==> config.mk <==
export PLATFORM = sky130hd
export DESIGN_NAME = wdg_top
export DESIGN_NICKNAME = d
export VERILOG_FILES = /design/src/logic/wdg_pkg.sv /design/src/logic/wdg_top.sv
export SDC_FILE = /design/constraint.sdc
export NUM_CORES = 1
export LEC_CHECK = 0
export ABC_AREA = 0
export BUFFER_PORTS_ARGS = -buffer_cell sky130_fd_sc_hd__buf_2
export CELL_PAD_IN_SITES_DETAIL_PLACEMENT = 1
export CELL_PAD_IN_SITES_GLOBAL_PLACEMENT = 2
export CORE_AREA = 2 2 107 109
export DETAILED_ROUTE_END_ITERATION = 8
export DIE_AREA = 0 0 109 111
export GPL_TIMING_DRIVEN = 0
export PLACE_DENSITY_LB_ADDON = 0.1
export SYNTH_ARGS = -nofsm -noshare
export SYNTH_HDL_FRONTEND = slang
export SYNTH_SLANG_ARGS = --single-unit
==> constraint.sdc <==
create_clock -name mclk -period 1.7 [get_ports mclk]
set_clock_uncertainty 0.1 [all_clocks]
set_input_delay 0.085 -clock mclk [delete_from_list [all_inputs] [get_ports mclk]]
set_output_delay 0.085 -clock mclk [all_outputs]
set_load 0.05 [all_outputs]
==> src/logic/wdg_pkg.sv <==
// constants shared by the digital watchdog reset block
package wdg_pkg;
   // register bus
   localparam int ADDR_W = 8;
   localparam int DATA_W = 32;
   localparam logic [7:0] ADDR_COUNT_CTL = 8'hD8; // watchdog_counter_control
   localparam logic [7:0] ADDR_STATUS = 8'hDC;    // block state, read only
   // watchdog_counter_control layout
   localparam logic [7:0] COUNT_CTL_RST = 8'hFE;
   localparam int BIT_ACTIVATE = 0;
   localparam int BIT_SOFT_RESET = 1;
   localparam int BIT_COUNT_MSB = 2;     // count_bit_msb
   localparam int BIT_COUNT_LSB = 7;     // count_bit_lsb
   localparam int CNT_W = 7;             // physical downcounter width
   localparam int CNT_TRIG_BIT = 6;      // falling edge of this bit fires reset
   localparam logic [6:0] CNT_RST = 7'h7F;
   // status layout
   localparam int ST_SYS_RESET = 0;
   localparam int ST_NMI_MODE = 1;
   localparam int ST_STOP = 2;
   localparam int ST_WAIT = 3;
   localparam int ST_HW_OPT = 4;
   localparam int ST_WDG_CAUSE = 5;
   // timing, in mclk cycles
   localparam int CORE_DIV = 12;         // counter clock is mclk / 12
   localparam int PRESCALE = 256;        // 12 * 256 = 3072 cycles per step
   localparam int STEP_CYCLES = CORE_DIV * PRESCALE;
   localparam int STAB_CYCLES = 2048;    // stabilisation delay after reset
   localparam logic [3:0] DIV_LAST = 4'(CORE_DIV - 1);
   localparam logic [7:0] PRE_LAST = 8'(PRESCALE - 1);
   localparam logic [10:0] STAB_LAST = 11'(STAB_CYCLES - 1);
   // reset vector in program space
   localparam logic [11:0] RESET_VECTOR = 12'hFFE;
   // internal reset sequencer
   typedef enum logic [1:0] {RS_HOLD, RS_DELAY, RS_RUN} wdg_rst_e;
endpackage : wdg_pkg

==> src/logic/wdg_top.sv <==
// digital watchdog with internal reset sequencing and avalon-mm registers
//
// The Avalon-MM interface to the registers was decided locally.
`timescale 1ns/100ps
`default_nettype none
module wdg_top
   import wdg_pkg::*;
(
   input wire logic mclk,                         // system clock, 100 MHz
   input wire logic rst_n,                        // power-on reset, sync, low
   input wire logic ext_reset_n,                  // reset pin level, low active
   input wire logic hw_option,                    // 1 = hardware activation strap
   input wire logic [wdg_pkg::ADDR_W-1:0] address, // avalon byte address
   input wire logic read,                         // avalon read request
   input wire logic write,                        // avalon write request
   input wire logic [wdg_pkg::DATA_W-1:0] writedata, // avalon write data
   input wire logic [3:0] byteenable,             // avalon byte lanes
   output logic [wdg_pkg::DATA_W-1:0] readdata,   // avalon read data
   output logic waitrequest,                      // avalon stall
   input wire logic stop_req,                     // core executes stop, pulse
   input wire logic wake_irq,                     // interrupt ends stop or wait
   input wire logic return_from_interrupt,                         // return_from_interrupt, pulse
   input wire logic irq_pending,                  // a maskable request waits
   output logic sys_reset,                        // internal reset, high active
   output logic stack_clear,                      // clear return stack, pulse
   output logic pc_load,                          // load pc with vector, pulse
   output logic [11:0] pc_vector,                 // address to load
   output logic nmi_mode,                         // core in nmi mode
   output logic irq_service,                      // serve pending irq, pulse
   output logic resume_next,                      // continue after return_from_interrupt, pulse
   output logic osc_halt,                         // stop mode, oscillator off
   output logic wait_mode                         // wait mode, clocks run
);
   import wdg_pkg::*;

   // register map decode, used by read and write paths
   function automatic logic is_addr(input logic [ADDR_W-1:0] a, input logic [7:0] off);
      is_addr = (a == off);
   endfunction

   wdg_rst_e rs_r, rs_nxt;
   logic [10:0] stab_r, stab_nxt;
   logic [3:0] div_r, div_nxt;
   logic [7:0] pre_r, pre_nxt;
   logic [CNT_W-1:0] cnt_r, cnt_nxt;
   logic act_r, act_nxt;
   logic opt_r, opt_nxt;
   logic cause_r, cause_nxt;
   logic nmi_r, nmi_nxt;
   logic stop_r, stop_nxt;
   logic wait_r, wait_nxt;
   logic init_r, init_nxt;
   logic svc_r, svc_nxt;
   logic res_r, res_nxt;
   logic ack_r, ack_nxt;
   logic [DATA_W-1:0] rdata_r, rdata_nxt;
   logic in_reset, running, active, tick, wr_ok, wr_cnt, soft_fire, cnt_fire, wdg_fire;
   logic [CNT_W-1:0] cnt_dec, cnt_wr;
   logic [7:0] reg_view;
   logic [7:0] status_view;

   assign in_reset = (rs_r != RS_RUN);
   assign running = !in_reset;
   // hardware strap forces the watchdog on
   assign active = opt_r | act_r;

   // bus: one wait cycle, answered on the cycle after the request
   assign waitrequest = (read | write) & ~ack_r;
   assign wr_ok = write & ack_r & running;
   assign wr_cnt = wr_ok & is_addr(address, ADDR_COUNT_CTL) & byteenable[0];

   // register bits are the physical count in reverse order, shifted up by one
   generate
      for (genvar i = 0; i < CNT_W - 1; i++) begin : g_map
         assign reg_view[BIT_COUNT_LSB - i] = cnt_r[i];
         assign cnt_wr[i] = writedata[BIT_COUNT_LSB - i];
      end
   endgenerate
   assign reg_view[BIT_SOFT_RESET] = cnt_r[CNT_TRIG_BIT];
   assign reg_view[BIT_ACTIVATE] = active;
   assign cnt_wr[CNT_TRIG_BIT] = writedata[BIT_SOFT_RESET];

   assign status_view = {2'h0, cause_r, opt_r, wait_r, stop_r, nmi_r, in_reset};

   // a zero written to the soft reset bit fires at once, in either option
   assign soft_fire = wr_cnt & ~writedata[BIT_SOFT_RESET];
   assign cnt_dec = cnt_r - 7'h01;
   // only the falling of the top bit matters; the six bits below set the period
   assign cnt_fire = tick & active & cnt_r[CNT_TRIG_BIT] & ~cnt_dec[CNT_TRIG_BIT];
   assign wdg_fire = running & (soft_fire | cnt_fire);

   // divide by twelve, then by 256, so one step is 3072 cycles
   assign tick = running & ~stop_r & (div_r == DIV_LAST) & (pre_r == PRE_LAST);

   // prescaler chain; it freezes in stop so the count resumes unchanged
   always_comb begin
      div_nxt = div_r;
      pre_nxt = pre_r;
      if (in_reset) begin
         div_nxt = 4'h0;
         pre_nxt = 8'h00;
      end else if (!stop_r) begin
         div_nxt = (div_r == DIV_LAST) ? 4'h0 : div_r + 4'h1;
         if (div_r == DIV_LAST) begin
            pre_nxt = pre_r + 8'h01;
         end
      end
   end

   always_ff @(posedge mclk) begin
      if (!rst_n) begin
         div_r <= 4'h0;
         pre_r <= 8'h00;
      end else begin
         div_r <= div_nxt;
         pre_r <= pre_nxt;
      end
   end

   // internal reset sequencer: hold while the pin is low, then stabilise
   always_comb begin
      rs_nxt = rs_r;
      stab_nxt = stab_r;
      case (rs_r)
         RS_HOLD: begin
            stab_nxt = STAB_LAST;
            if (ext_reset_n) begin
               rs_nxt = RS_DELAY;
            end
         end
         RS_DELAY: begin
            if (!ext_reset_n) begin
               rs_nxt = RS_HOLD;
            end else if (stab_r == 11'h000) begin
               rs_nxt = RS_RUN;
            end else begin
               stab_nxt = stab_r - 11'h001;
            end
         end
         RS_RUN: begin
            // the watchdog takes the same path as the pin, delay included
            if (!ext_reset_n || wdg_fire) begin
               rs_nxt = RS_HOLD;
            end
         end
         default: rs_nxt = RS_HOLD;
      endcase
   end

   always_ff @(posedge mclk) begin
      if (!rst_n) begin
         rs_r <= RS_HOLD;
         stab_r <= STAB_LAST;
      end else begin
         rs_r <= rs_nxt;
         stab_r <= stab_nxt;
      end
   end

   // watchdog register and option strap
   always_comb begin
      cnt_nxt = cnt_r;
      act_nxt = act_r;
      opt_nxt = opt_r;
      cause_nxt = cause_r;
      if (in_reset) begin
         // every reset reloads the register with its longest period
         cnt_nxt = CNT_RST;
         act_nxt = COUNT_CTL_RST[BIT_ACTIVATE];
         // the strap is caught by clocked logic while reset is held
         opt_nxt = hw_option;
      end else if (wr_cnt) begin
         cnt_nxt = cnt_wr;
         // once set, only a reset can clear the activation bit
         act_nxt = act_r | writedata[BIT_ACTIVATE];
      end else if (tick) begin
         // with activation clear the counter is just a free 7-bit timer
         cnt_nxt = cnt_dec;
      end
      if (wdg_fire) begin
         cause_nxt = 1'b1;
      end else if (rs_r == RS_HOLD && !ext_reset_n) begin
         cause_nxt = 1'b0;
      end
   end

   always_ff @(posedge mclk) begin
      if (!rst_n) begin
         cnt_r <= CNT_RST;
         act_r <= 1'b0;
         opt_r <= 1'b0;
         cause_r <= 1'b0;
      end else begin
         cnt_r <= cnt_nxt;
         act_r <= act_nxt;
         opt_r <= opt_nxt;
         cause_r <= cause_nxt;
      end
   end

   // core side: initialisation pulse, nmi mode, return_from_interrupt and low-power modes
   always_comb begin
      nmi_nxt = nmi_r;
      stop_nxt = stop_r;
      wait_nxt = wait_r;
      init_nxt = 1'b0;
      svc_nxt = 1'b0;
      res_nxt = 1'b0;
      if (in_reset) begin
         nmi_nxt = 1'b1;
         stop_nxt = 1'b0;
         wait_nxt = 1'b0;
         init_nxt = (rs_nxt == RS_RUN);
      end else begin
         if (return_from_interrupt && nmi_r) begin
            nmi_nxt = 1'b0;
            svc_nxt = irq_pending;
            res_nxt = ~irq_pending;
         end
         if (stop_r || wait_r) begin
            if (wake_irq) begin
               stop_nxt = 1'b0;
               wait_nxt = 1'b0;
            end
         end else if (stop_req) begin
            // a running watchdog must keep counting, so stop degrades to wait
            stop_nxt = ~active;
            wait_nxt = active;
         end
      end
   end

   always_ff @(posedge mclk) begin
      if (!rst_n) begin
         nmi_r <= 1'b1;
         stop_r <= 1'b0;
         wait_r <= 1'b0;
         init_r <= 1'b0;
         svc_r <= 1'b0;
         res_r <= 1'b0;
      end else begin
         nmi_r <= nmi_nxt;
         stop_r <= stop_nxt;
         wait_r <= wait_nxt;
         init_r <= init_nxt;
         svc_r <= svc_nxt;
         res_r <= res_nxt;
      end
   end

   // bus answer; unmapped addresses read zero and ignore writes
   always_comb begin
      ack_nxt = (read | write) & ~ack_r;
      rdata_nxt = rdata_r;
      if (read && !ack_r) begin
         if (is_addr(address, ADDR_COUNT_CTL)) begin
            rdata_nxt = {24'h000000, reg_view};
         end else if (is_addr(address, ADDR_STATUS)) begin
            rdata_nxt = {24'h000000, status_view};
         end else begin
            rdata_nxt = 32'h00000000;
         end
      end
   end

   always_ff @(posedge mclk) begin
      if (!rst_n) begin
         ack_r <= 1'b0;
         rdata_r <= 32'h00000000;
      end else begin
         ack_r <= ack_nxt;
         rdata_r <= rdata_nxt;
      end
   end

   assign readdata = rdata_r;
   assign sys_reset = in_reset;
   assign stack_clear = init_r;
   assign pc_load = init_r;
   assign pc_vector = RESET_VECTOR;
   assign nmi_mode = nmi_r;
   assign irq_service = svc_r;
   assign resume_next = res_r;
   assign osc_halt = stop_r;
   assign wait_mode = wait_r;
endmodule // wdg_top
`default_nettype wire

Word-level counts from Yosys, hierarchy flattened
Cells that the tools add are included.

$add $sub $neg: 4. Eq/ne operators: 11. Multiplexer cells: 20. Bitwise operators: 25. Reductions and logical operators: 20.

Operator list (number): $eq A8 B8 Y1 const B (3); $mux W11 (2); $pmux W11 S2 (1); $mux W7 (2); $and A1 B1 Y1 (13); $logic_not A11 Y1 (1); $sub A11 B1 Y11 const B (1); $add A8 B1 Y8 const B (1); $mux W2 (4); $mux W8 (1); $ne A2 B2 Y1 const B (4); $not A1 Y1 (8); $reduce_bool A2 Y1 (4); $mux W1 (7); $sub A7 B1 Y7 const B (1); $mux W6 (1); $pmux W2 S3 (1); $reduce_and A2 Y1 (3); $add A4 B1 Y4 const B (1); $eq A2 B2 Y1 const B (2); $eq A4 B4 Y1 const B (1); $mux W4 (1); $or A1 B1 Y1 (4); $logic_and A1 B1 Y1 (3); 7 further kinds (10).

Register bits after elaboration: 74. Input port bits: 54. Output and inout bits: 53. Word-level logic and storage cells: 96.

Longest topological paths before layout
Gate-level depths: netlist of run 1.

Depth after elaboration: 14. Gate-level depth with buffers: 8. Mapped depth without buffers: 7.

Least setup slack after synthesis of run 1
No wires, ideal clock.

Kind: flip-flop to flip-flop. From: register stop_r (netlist: osc_halt). To: register cnt_r[1]. Setup time: 0.120 ns. Arrival: 1.761 ns. Data required time: 1.480 ns. Path slack: -0.281 ns. Stages on the path, launching flop included: 8. Path buffers: 3. Period minus slack after synthesis: 1.981 ns. Cell sequence: dfxtp_1 -> buf_6 -> nor4bb_4 -> buf_6 -> and4_1 -> buf_6 -> a211oi_2 -> a211o_1.

Longest elaborated chain between the ends: 5.

Ends and longest elaborated chain: start: declaration (RTL line wdg_top.sv:50) `logic stop_r, stop_nxt;`; start signal: assignment (RTL line wdg_top.sv:243) `stop_r <= stop_nxt;`; $not A1 Y1 (no source line); $and A1 B1 Y1 (3 in a row) (RTL line wdg_top.sv:93) `assign tick = running & ~stop_r & (div_r == DIV_LAST) & (pre_r == PRE_LAST);`; $reduce_bool A2 Y1 (no source line); end signal: assignment (RTL line wdg_top.sv:194) `cnt_r <= cnt_nxt;`; end: declaration (RTL line wdg_top.sv:45) `logic [CNT_W-1:0] cnt_r, cnt_nxt;`.

No other way between the ends. A chain may end at the register's enable or synchronous reset.

Worst setup path in the final report of run 1
From: register div_r[1]. To: register cnt_r[1].

Longest elaborated chain between the ends: 4.

Ends and longest elaborated chain: start: declaration (RTL line wdg_top.sv:43) `logic [3:0] div_r, div_nxt;`; start signal: assignment (RTL line wdg_top.sv:115) `div_r <= div_nxt;`; $eq A4 B4 Y1 (RTL line wdg_top.sv:93); $and A1 B1 Y1 (2 in a row) (RTL line wdg_top.sv:93); $reduce_bool A2 Y1 (no source line).

No other way between the ends.

==> results.py, run 1 <==
metrics = {
    "hold_path": {
        "hold_start": "writedata[1]",
        "worstHoldPathType": "input pin to flop",
    },
    "power": {
        "finalPower_uw": 2620,
        "power.leakage_uw": 0.00168,
        "p_per_area_nw_per_um2": 670,
        "ir_drop_v": 0.000345,
    },
    "synthesis": {
        "avgSynthCellArea_um2": 8.85,
        "synth-xor-area-share": 0.0686,
        "postSynth.asyncResetShare": 0,
        "ys_types": 56,
        "synthAdderAreaFrac": 0.0187,
        "synthSimpleGateAreaFrac": 0.252,
        "synth.most_common_cell": "dfxtp_1",
        "yosysTopAreaCell": "dfxtp_1",
        "synth_enable_flop_cells": 0,
        "synth_compound_area_frac": 0.113,
        "yosys-top-cells-area": "dfxtp_1 (37%), buf_4 (10%), nor2_1 (4.1%)",
        "synthCells": 303,
        "synthFlopType": "dfxtp_1",
        "seq_area_frac_synth": 0.373,
        "syn_area_um2": 2680,
        "ys_ff_latch": 50,
        "synth.area.mux_share": 0.0285,
        "synth_top_family_by_area": "simple AND/OR/NAND/NOR gates",
        "yosysWarnings": 0,
        "synth.top_cells.by_count": "dfxtp_1 (50), buf_4 (37), nor2_1 (29), nand2_1 (26), nor2b_1 (14)",
        "yosys.area.top_type_share": 0.373,
    },
    "routing": {
        "drc": 0,
        "via_count": 2378,
        "ant_nets": 0,
        "routed_wl_mm": 7.35,
        "first_pass_iters": 4,
        "drtIter0Drc": 33,
        "wl_per_cell_um": 13.1,
        "avgViaCountPerCell": 4.23,
    },
    "run_status": {
        "violations": "negative setup slack",
        "status": "complete, but fails checks",
    },
    "clock_network": {
        "cts_tree": "built",
        "cts_made_buffers": 5,
        "clkLatencyLatePin_ns": 0.29,
        "cts_sinks": 50,
        "path_clk_slew_ns": 0.07,
        "ctsLongestPathBuffers": 2,
        "cts-root-buf": "clkbuf_16",
        "htree_num_levels": 2,
    },
    "timing": {
        "timing.fmax_ghz": 0.585,
        "maxSlewViolCount": 0,
        "setup_slack_ns": -0.00897,
        "grt_setup_unrepaired": "true",
        "worstMarginPinSlew_ns": 0.510,
        "relSlewSlack": 0.660,
        "min_period_ns": 1.71,
        "min_period_over_period": 1.01,
        "finalSetupViolCount": 3,
        "hold_violations": 0,
    },
    "global_routing": {
        "antenna_found_initial": 0,
        "grt_use_total": 0.124,
        "globalRouteOverflowTotal": 0,
        "grt_pass1_wl_mm": 11.8,
        "grt_start_max_net_pins": 15,
        "grt_pass1_vias": 2403,
    },
    "worst_setup_path": {
        "path_class": "flop to flop",
        "cp.arrival_ns": 1.79,
        "critPathLaunch": "div_r[1]$_SDFFE_PP0N_",
        "crit_fanout": 8,
        "regToRegStartpoint": "div_r[1]$_SDFFE_PP0N_",
        "cp_data_required_time_ns": 1.78,
        "cp-end-kind": "flop",
        "startpoint_type": "flop",
    },
    "finish": {
        "nFillCells": 1301,
        "nets": 476,
        "finalInstanceArea_um2": 3900,
        "diodes": 0,
        "area_delta_synth_final_pct": 45.6,
        "drive_above_1_share": 0.399,
    },
    "run": {
        "cap_violations": 0,
    },
    "place": {
        "finalWeightedCongestion": 0.688,
        "io_buffers": 42,
        "dp.final_hpwl_mm": 5.29,
        "placed_area_um2": 3210,
    },
    "floorplan": {
        "dieArea_um2": 12100,
        "fp-row-count": 39,
        "ios": 107,
        "die_w_um": 109,
        "coreArea_um2": 11100,
        "start_util": 0.242,
        "die_h_um": 111,
    },
}
[per-stage QoR]
step           TNS [ns]  hold slack, ns  instances  worst slack (ns)   util
5_1_grt           -1.12          0.0156        562            -0.128  0.352
3_3_place_gp      -4.02           0.169        522            -0.304  0.290
4_1_cts          -0.113        0.000469        556           -0.0657  0.337
6_report        -0.0180         0.00532        562          -0.00897  0.352
2_1_floorplan    -0.369          0.0635        337           -0.0927      -
3_5_place_dp      -4.39           0.179        522            -0.352  0.290
[cell usage in the layout, fill, tap and decap left out, types with 3 or more instances in the layout]
cell,instances
nand2_1,22
and3_1,3
buf_4,55
nand2b_1,4
dfxtp_1,41
nor4_4,4
nor3_1,8
a211oi_2,3
clkbuf_1,3
nor2_1,28
o21ai_1,4
buf_2,43
dfxtp_4,5
xor2_1,10
xnor2_1,10
clkbuf_16,5
buf_6,8
nor2b_1,12
conb_1,36
nand2_2,4
mux2_2,5
dlygate4sd3_1,11
nand4_1,6
dfxtp_2,4
a21oi_1,3
inv_1,8
a22oi_1,7
[where the power goes]
group / internal, uW / switching [uW] / leakage [uW]
logic: 140 / 269 / 0.00120
clock network: 585 / 448 / 0.0000739
registers: 1170 / 4.60 / 0.000406
[cells by family (layout without fill, tap and decap cells)]
| kind of cell | count (synthesis) | count (layout) |
|---|---|---|
| buffers and inverters | 58 | 140 |
| flip-flops | 50 | 50 |
| AND/OR/NAND/NOR | 121 | 121 |
| adder cells (fa/ha/maj) | 4 | 4 |
| other | 2 | 36 |
| multiplexers | 7 | 7 |
| AO/OA/AOI/OAI | 40 | 40 |
| XOR/XNOR | 21 | 21 |
[layout make-up]
type | instances | area, um2 | share of cell area
plain buffers | 46 | 343 | 0.0878
inverters | 10 | 37.5 | 0.00962
clock buffers | 7 | 143 | 0.0365
repair buffers | 76 | 520 | 0.133
flip-flops and latches | 50 | 1020 | 0.262
multi-input cells | 229 | 1650 | 0.423
clock inverters | 1 | 5.00 | 0.00128
well taps | 143 | 179 | 0.0458
[sequential cells by signal, summed over array words and instances, names as in the netlist]
name         cells
stab_r          11
pre_r            8
readdata         8
cnt_r            7
div_r            4
rs_r             2
ack_r            1
act_r            1
cause_r          1
irq_service      1
nmi_mode         1
opt_r            1
osc_halt         1
pc_load          1
resume_next      1
wait_mode        1
[path summary, 6_finish.rpt]
path / endpoint / slack (ns) / cells past startpoint
min reg2reg: act_r$_SDFFE_PP0P_ / 0.39 / 2
max reg2reg: cnt_r[1]$_SDFFE_PP1P_ / -0.009 / 7
min: cnt_r[6]$_SDFFE_PP1P_ / 0.005 / 3
max: cnt_r[1]$_SDFFE_PP1P_ / -0.009 / 7
[per-layer routing]
| layer | track usage | routed length (um) | vias up | share of wire |
|---|---|---|---|---|
| met5 | 0 | 0 | - | 0 |
| met4 | 0.0419 | 118 | 0 | 0.016 |
| met1 | 0.156 | 3290 | 1109 | 0.45 |
| met2 | 0.210 | 3530 | 63 | 0.48 |
| li1 | - | - | 1197 | - |
| met3 | 0.0241 | 415 | 9 | 0.056 |
[worst max-delay path, cell delays in order (launching register included)]
cell	delay (ns)
dfxtp_2	0.35
ha_4	0.14
nor4bb_4	0.19
buf_6	0.15
and4_1	0.20
buf_6	0.14
a211oi_2	0.06
a211o_1	0.26
[what timing repair did]
| item | in CTS | in global routing |
|---|---|---|
| endpoints found under the hold margin | 13 | 0 |
| endpoints found under the setup margin | 34 | 27 |
| gates resized for setup | 35 | 27 |
| pin swaps | 13 | 19 |
| hold buffers | 11 | 0 |
| setup buffers | 17 | 6 |
(Power assumes the default switching activity.)
==> run 2, diff against run 1 <==
--- a/config.mk
+++ b/config.mk
@@ -14,6 +14,7 @@
 export DIE_AREA = 0 0 109 111
 export GPL_TIMING_DRIVEN = 0
 export PLACE_DENSITY_LB_ADDON = 0.1
+export SETUP_SLACK_MARGIN = 0.3
 export SYNTH_ARGS = -nofsm -noshare
 export SYNTH_HDL_FRONTEND = slang
 export SYNTH_SLANG_ARGS = --single-unit
==> run 2 against run 1 <==
The run still ends with negative setup slack left. Final area is 10% higher. Via count is 3.5% higher. Sequential cell count stayed put. Critical path depth stayed put. Clock power hardly changed. Sequential share of layout area is 2.3 points lower. Critical path type unchanged. Largest power group unchanged.
==> results.py, run 2 (synthesis gave the netlist of run 1 again) <==
metrics = {
    "clock_network": {
        "ctsLongestPathBuffers": 2,
        "clkLatencyLatePin_ns": 0.29,
        "cts_made_buffers": 5,
        "cts_sinks": 50,
        "htree_num_levels": 2,
        "cts_tree": "built",
        "cts-root-buf": "clkbuf_16",
        "path_clk_slew_ns": 0.07,
    },
    "global_routing": {
        "grt_use_total": 0.129,
        "grt_pass1_vias": 2458,
        "grt_pass1_wl_mm": 12.3,
        "grt_start_max_net_pins": 16,
        "globalRouteOverflowTotal": 0,
        "antenna_found_initial": 0,
    },
    "timing": {
        "min_period_ns": 1.74,
        "finalSetupViolCount": 8,
        "setup_slack_ns": -0.0415,
        "hold_violations": 0,
        "maxSlewViolCount": 0,
        "grt_setup_unrepaired": "true",
        "timing.fmax_ghz": 0.574,
        "min_period_over_period": 1.02,
    },
    "finish": {
        "area_delta_synth_final_pct": 60.4,
        "regMostFlops": "stab_r",
        "diodes": 0,
        "layout_common_cells": "buf_4 (61), buf_2 (43), dfxtp_1 (38)",
        "largest_reg_flops": 11,
        "drive_above_1_share": 0.491,
        "seqCellArea_um2": 1030,
        "finalInstanceArea_um2": 4300,
        "nets": 495,
        "multi_input_area_um2": 1810,
        "final_common_cell": "buf_4",
        "nFillCells": 1288,
        "fin_cells": 581,
    },
    "floorplan": {
        "die_h_um": 111,
        "dieArea_um2": 12100,
        "fp-row-count": 39,
        "ios": 107,
        "die_w_um": 109,
        "start_util": 0.242,
        "coreArea_um2": 11100,
    },
    "worst_setup_path": {
        "startpoint_type": "flop",
        "cp_data_required_time_ns": 1.78,
        "crit_family": "compound AO/OA/AOI/OAI gates",
        "path_depth": 7,
        "cp.arrival_ns": 1.82,
        "path_class": "flop to flop",
        "slowest_stage": "dfxtp_1",
        "cp-end-kind": "flop",
        "worst_path_largest_cell_delay_ns": 0.35,
        "path_buf_inv": 1,
        "reg2reg_depth": 7,
        "cp_cell_sequence": "ha_2, and3_1, and4_1, buf_6, a31o_1, a21oi_1, o21ai_1",
        "crit_fanout": 8,
    },
    "routing": {
        "avgViaCountPerCell": 4.24,
        "routed_wl_mm": 7.69,
        "wl_per_cell_um": 13.2,
        "via_count": 2462,
        "drc": 0,
        "drtIter0Drc": 46,
        "first_pass_iters": 4,
        "ant_nets": 0,
    },
    "power": {
        "ir_drop_v": 0.000439,
        "p_per_area_nw_per_um2": 617,
        "power.leakage_uw": 0.00188,
    },
    "place": {
        "dp.final_hpwl_mm": 5.26,
        "post-place-cells": 522,
        "placed_area_um2": 3310,
        "finalWeightedCongestion": 0.735,
        "io_buffers": 42,
    },
    "run_status": {
        "status": "complete, but fails checks",
        "violations": "negative setup slack",
    },
    "hold_path": {
        "worstHoldPathType": "input pin to flop",
        "hold_path_depth": 4,
    },
    "run": {
        "cap_violations": 0,
    },
}
-- run 2: area by class of cell --
| class | instances | area share |
|---|---|---|
| Multi-Input combinational cell | 229 | 0.420 |
| Clock buffer | 6 | 0.0323 |
| Tap cell | 143 | 0.0416 |
| Buffer | 48 | 0.0899 |
| Inverter | 10 | 0.00989 |
| Clock inverter | 2 | 0.00291 |
| Timing Repair Buffer | 93 | 0.163 |
| Sequential cell | 50 | 0.240 |
-- run 2: final timing paths --
path	slack, ns	startpoint	end
worst max-delay path	-0.04	pre_r[0]$_SDFFE_PP0P_	cnt_r[4]$_SDFFE_PP1P_
worst min-delay path	0.009	wake_irq	wait_mode$_SDFFE_PP0P_
worst max register to register	-0.04	pre_r[0]$_SDFFE_PP0P_	cnt_r[4]$_SDFFE_PP1P_
worst min register to register	0.42	act_r$_SDFFE_PP0P_	act_r$_SDFFE_PP0P_
-- run 2: routing by layer --
| metal | up-vias | track usage | part of all wire |
|---|---|---|---|
| li1 | 1242 | - | - |
| met1 | 1181 | 0.168 | 0.45 |
| met2 | 32 | 0.221 | 0.51 |
| met3 | 7 | 0.0212 | 0.024 |
| met4 | 0 | 0.0282 | 0.0094 |
| met5 | - | 0 | 0 |
-- run 2: report_power, final --
group          switching, uW  internal [uW]  total (uW)
clock network            466            585        1050
logic                    282            147         430
registers               5.62           1170        1170
-- run 2: timing repair --
item | in CTS | in global routing
setup buffers | 25 | 14
endpoints found under the setup margin | 47 | 46
cloned | 0 | 0
resized for setup | 64 | 38
hold buffers | 12 | 0
hold endpoints to repair | 13 | 0
pin swaps | 24 | 22
-- run 2: per-stage QoR --
step	utilization	power (uW)	TNS [ns]	setup slack [ns]	hold slack, ns
after floorplan	-	1510	-0.350	-0.0888	0.0635
after global placement	0.298	1570	-1.68	-0.223	0.169
after detailed placement	0.298	1570	-2.09	-0.249	0.179
after CTS	0.364	2670	-0.336	-0.0739	0.0100
after global routing	0.388	2760	-1.76	-0.165	0.0271
final	0.388	2650	-0.167	-0.0415	0.00878
-- run 2: worst min-delay path, stage by stage --
cell and delay [ns]:
buf_2 0.09, inv_1 0.06, a32oi_1 0.05, nor2_1 0.07
==> run 3, diff against run 2 <==
--- a/config.mk
+++ b/config.mk
@@ -7,13 +7,12 @@
 export LEC_CHECK = 0
 export ABC_AREA = 0
 export BUFFER_PORTS_ARGS = -buffer_cell sky130_fd_sc_hd__buf_2
-export CELL_PAD_IN_SITES_DETAIL_PLACEMENT = 1
-export CELL_PAD_IN_SITES_GLOBAL_PLACEMENT = 2
-export CORE_AREA = 2 2 107 109
+export CORE_AREA = 2 2 82 84
 export DETAILED_ROUTE_END_ITERATION = 8
-export DIE_AREA = 0 0 109 111
+export DIE_AREA = 0 0 84 86
 export GPL_TIMING_DRIVEN = 0
-export PLACE_DENSITY_LB_ADDON = 0.1
+export PLACE_DENSITY = 0.74
+export RECOVER_POWER = 100
 export SETUP_SLACK_MARGIN = 0.3
 export SYNTH_ARGS = -nofsm -noshare
 export SYNTH_HDL_FRONTEND = slang
==> run 3 against run 2 <==
The run still ends with negative setup slack left. Global-route usage is 4.6 points higher. Via count is 2.2% lower. Hold slack better by 0.028 ns. Worst setup slack worse by 0.061 ns. Combinational power is 4% lower. Critical path depth stayed put. Final cell count is 13% lower. Sequential share of layout area is 2.0 points higher. Register-to-register slack worse by 0.06 ns. Die area is 40% lower. Largest power group unchanged.
==> results.py, run 3 (synthesis gave the netlist of run 1 again) <==
metrics = {
    "clock_network": {
        "cts_made_buffers": 5,
        "cts-root-buf": "clkbuf_8",
        "path_clk_slew_ns": 0.11,
        "clkLatencyLatePin_ns": 0.32,
        "htree_num_levels": 2,
        "cts_tree": "built",
        "ctsLongestPathBuffers": 2,
        "cts_sinks": 50,
    },
    "routing": {
        "avgViaCountPerCell": 4.77,
        "ant_nets": 0,
        "drc": 0,
        "via_count": 2409,
        "wl_per_cell_um": 13.4,
        "routed_wl_mm": 6.75,
        "drtIter0Drc": 95,
        "first_pass_iters": 4,
    },
    "finish": {
        "regMostFlops": "stab_r",
        "layout_common_cells": "buf_4 (53), dfxtp_1 (40), conb_1 (36)",
        "area_delta_synth_final_pct": 47.4,
        "final_common_cell": "buf_4",
        "final_core_util": 0.630,
        "largest_reg_flops": 11,
        "nFillCells": 527,
        "drive_above_1_share": 0.404,
        "nets": 485,
        "diodes": 0,
    },
    "global_routing": {
        "grt_pass1_vias": 2312,
        "globalRouteOverflowTotal": 0,
        "antenna_found_initial": 0,
        "grt_use_total": 0.175,
        "grt_pass1_wl_mm": 10.3,
        "grt_start_max_net_pins": 19,
    },
    "timing": {
        "whs_ns": 0.0369,
        "final.setup.tns_ns": -0.357,
        "relSlewSlack": 0.588,
        "maxSlewViolCount": 0,
        "grt_setup_unrepaired": "true",
        "worstMarginPinSlew_ns": 0.621,
        "min_period_ns": 1.80,
        "hold_violations": 0,
        "finalSetupViolCount": 10,
        "min_period_over_period": 1.06,
        "timing.fmax_ghz": 0.555,
        "setup_slack_ns": -0.103,
    },
    "power": {
        "ir_drop_v": 0.000484,
        "p_per_area_nw_per_um2": 592,
        "power.leakage_uw": 0.00170,
    },
    "floorplan": {
        "die_h_um": 86,
        "dieArea_um2": 7220,
        "fp-row-count": 29,
        "die_w_um": 84,
        "coreArea_um2": 6280,
        "start_util": 0.427,
        "ios": 107,
    },
    "worst_setup_path": {
        "path_class": "flop to flop",
        "critPathLaunch": "osc_halt$_SDFFE_PP0P_",
        "startpoint_type": "flop",
        "cpMostUsedCell": "buf_6",
        "crit_fanout": 5,
        "cp_data_required_time_ns": 1.85,
        "cp_cell_sequence": "buf_6, nor4bb_4, buf_6, nand4_4, nor4_1, nor3_2, o21ai_1",
        "cp-end-kind": "flop",
        "worst_path_largest_cell_delay_ns": 0.42,
        "cp.arrival_ns": 1.95,
        "slowest_stage": "nor4_1",
        "regToRegStartpoint": "osc_halt$_SDFFE_PP0P_",
    },
    "run_status": {
        "violations": "negative setup slack",
        "status": "complete, but fails checks",
    },
    "place": {
        "io_buffers": 42,
        "pre_cts_ws_ns": -0.205,
        "finalWeightedCongestion": 0.821,
        "dp.final_hpwl_mm": 4.36,
    },
    "run": {
        "cap_violations": 0,
    },
    "hold_path": {
        "hold_start": "rst_n",
        "worstHoldPathType": "input pin to flop",
    },
}
## run 3: layout make-up
| cell class | instances | area [um2] | area share |
|---|---|---|---|
| multi-input cells | 229 | 1730 | 0.438 |
| flip-flops and latches | 50 | 1030 | 0.260 |
| repair buffers | 83 | 588 | 0.149 |
| plain buffers | 48 | 374 | 0.0947 |
| well taps | 77 | 96.3 | 0.0244 |
| clock buffers | 5 | 68.8 | 0.0174 |
| inverters | 10 | 40.0 | 0.0101 |
| clock inverters | 3 | 26.3 | 0.00665 |
## run 3: per-layer routing
layer	GRT usage	wire, um
met1	0.195	2710
met2	0.325	3680
met3	0.0375	271
met4	0.0704	95
met5	0	0
## run 3: worst max-delay path: cells and delay by family (launching register included)
| family | cells | cell delay (ns) |
|---|---|---|
| buffers and inverters | 2 | 0.28 |
| AO/OA/AOI/OAI | 1 | 0.11 |
| flip-flops | 1 | 0.36 |
| AND/OR/NAND/NOR | 4 | 0.88 |
## run 3: power by group
group	switching [uW]	internal [uW]	total [uW]	leakage, uW
registers	5.69	1170	1180	0.000404
clock network	448	304	752	0.0000491
logic	269	144	413	0.00124
## run 3: final timing paths
check	to	slack [ns]	depth (start not counted)
worst max-delay path	cnt_r[6]$_SDFFE_PP1P_	-0.10	7
worst min-delay path	readdata[1]$_SDFFE_PN0P_	0.04	2
worst max register to register	cnt_r[6]$_SDFFE_PP1P_	-0.10	7
worst min register to register	resume_next$_SDFF_PP0_	0.42	2
## run 3: timing repair
item,in CTS,in global routing
hold buffers,13,0
gates resized for setup,48,31
endpoints found under the setup margin,44,44
pin swaps,20,17
setup buffers,18,10
hold endpoints to repair,14,0
## run 3: through the flow
| stage | power, uW | cell area (um2) | std cells |
|---|---|---|---|
| after floorplan | 1510 | 2920 | 337 |
| after global placement | 1560 | 3220 | 456 |
| after detailed placement | 1560 | 3220 | 456 |
| after CTS | 2350 | 3780 | 495 |
| after global routing | 2420 | 3950 | 505 |
| final | 2340 | 3950 | 505 |
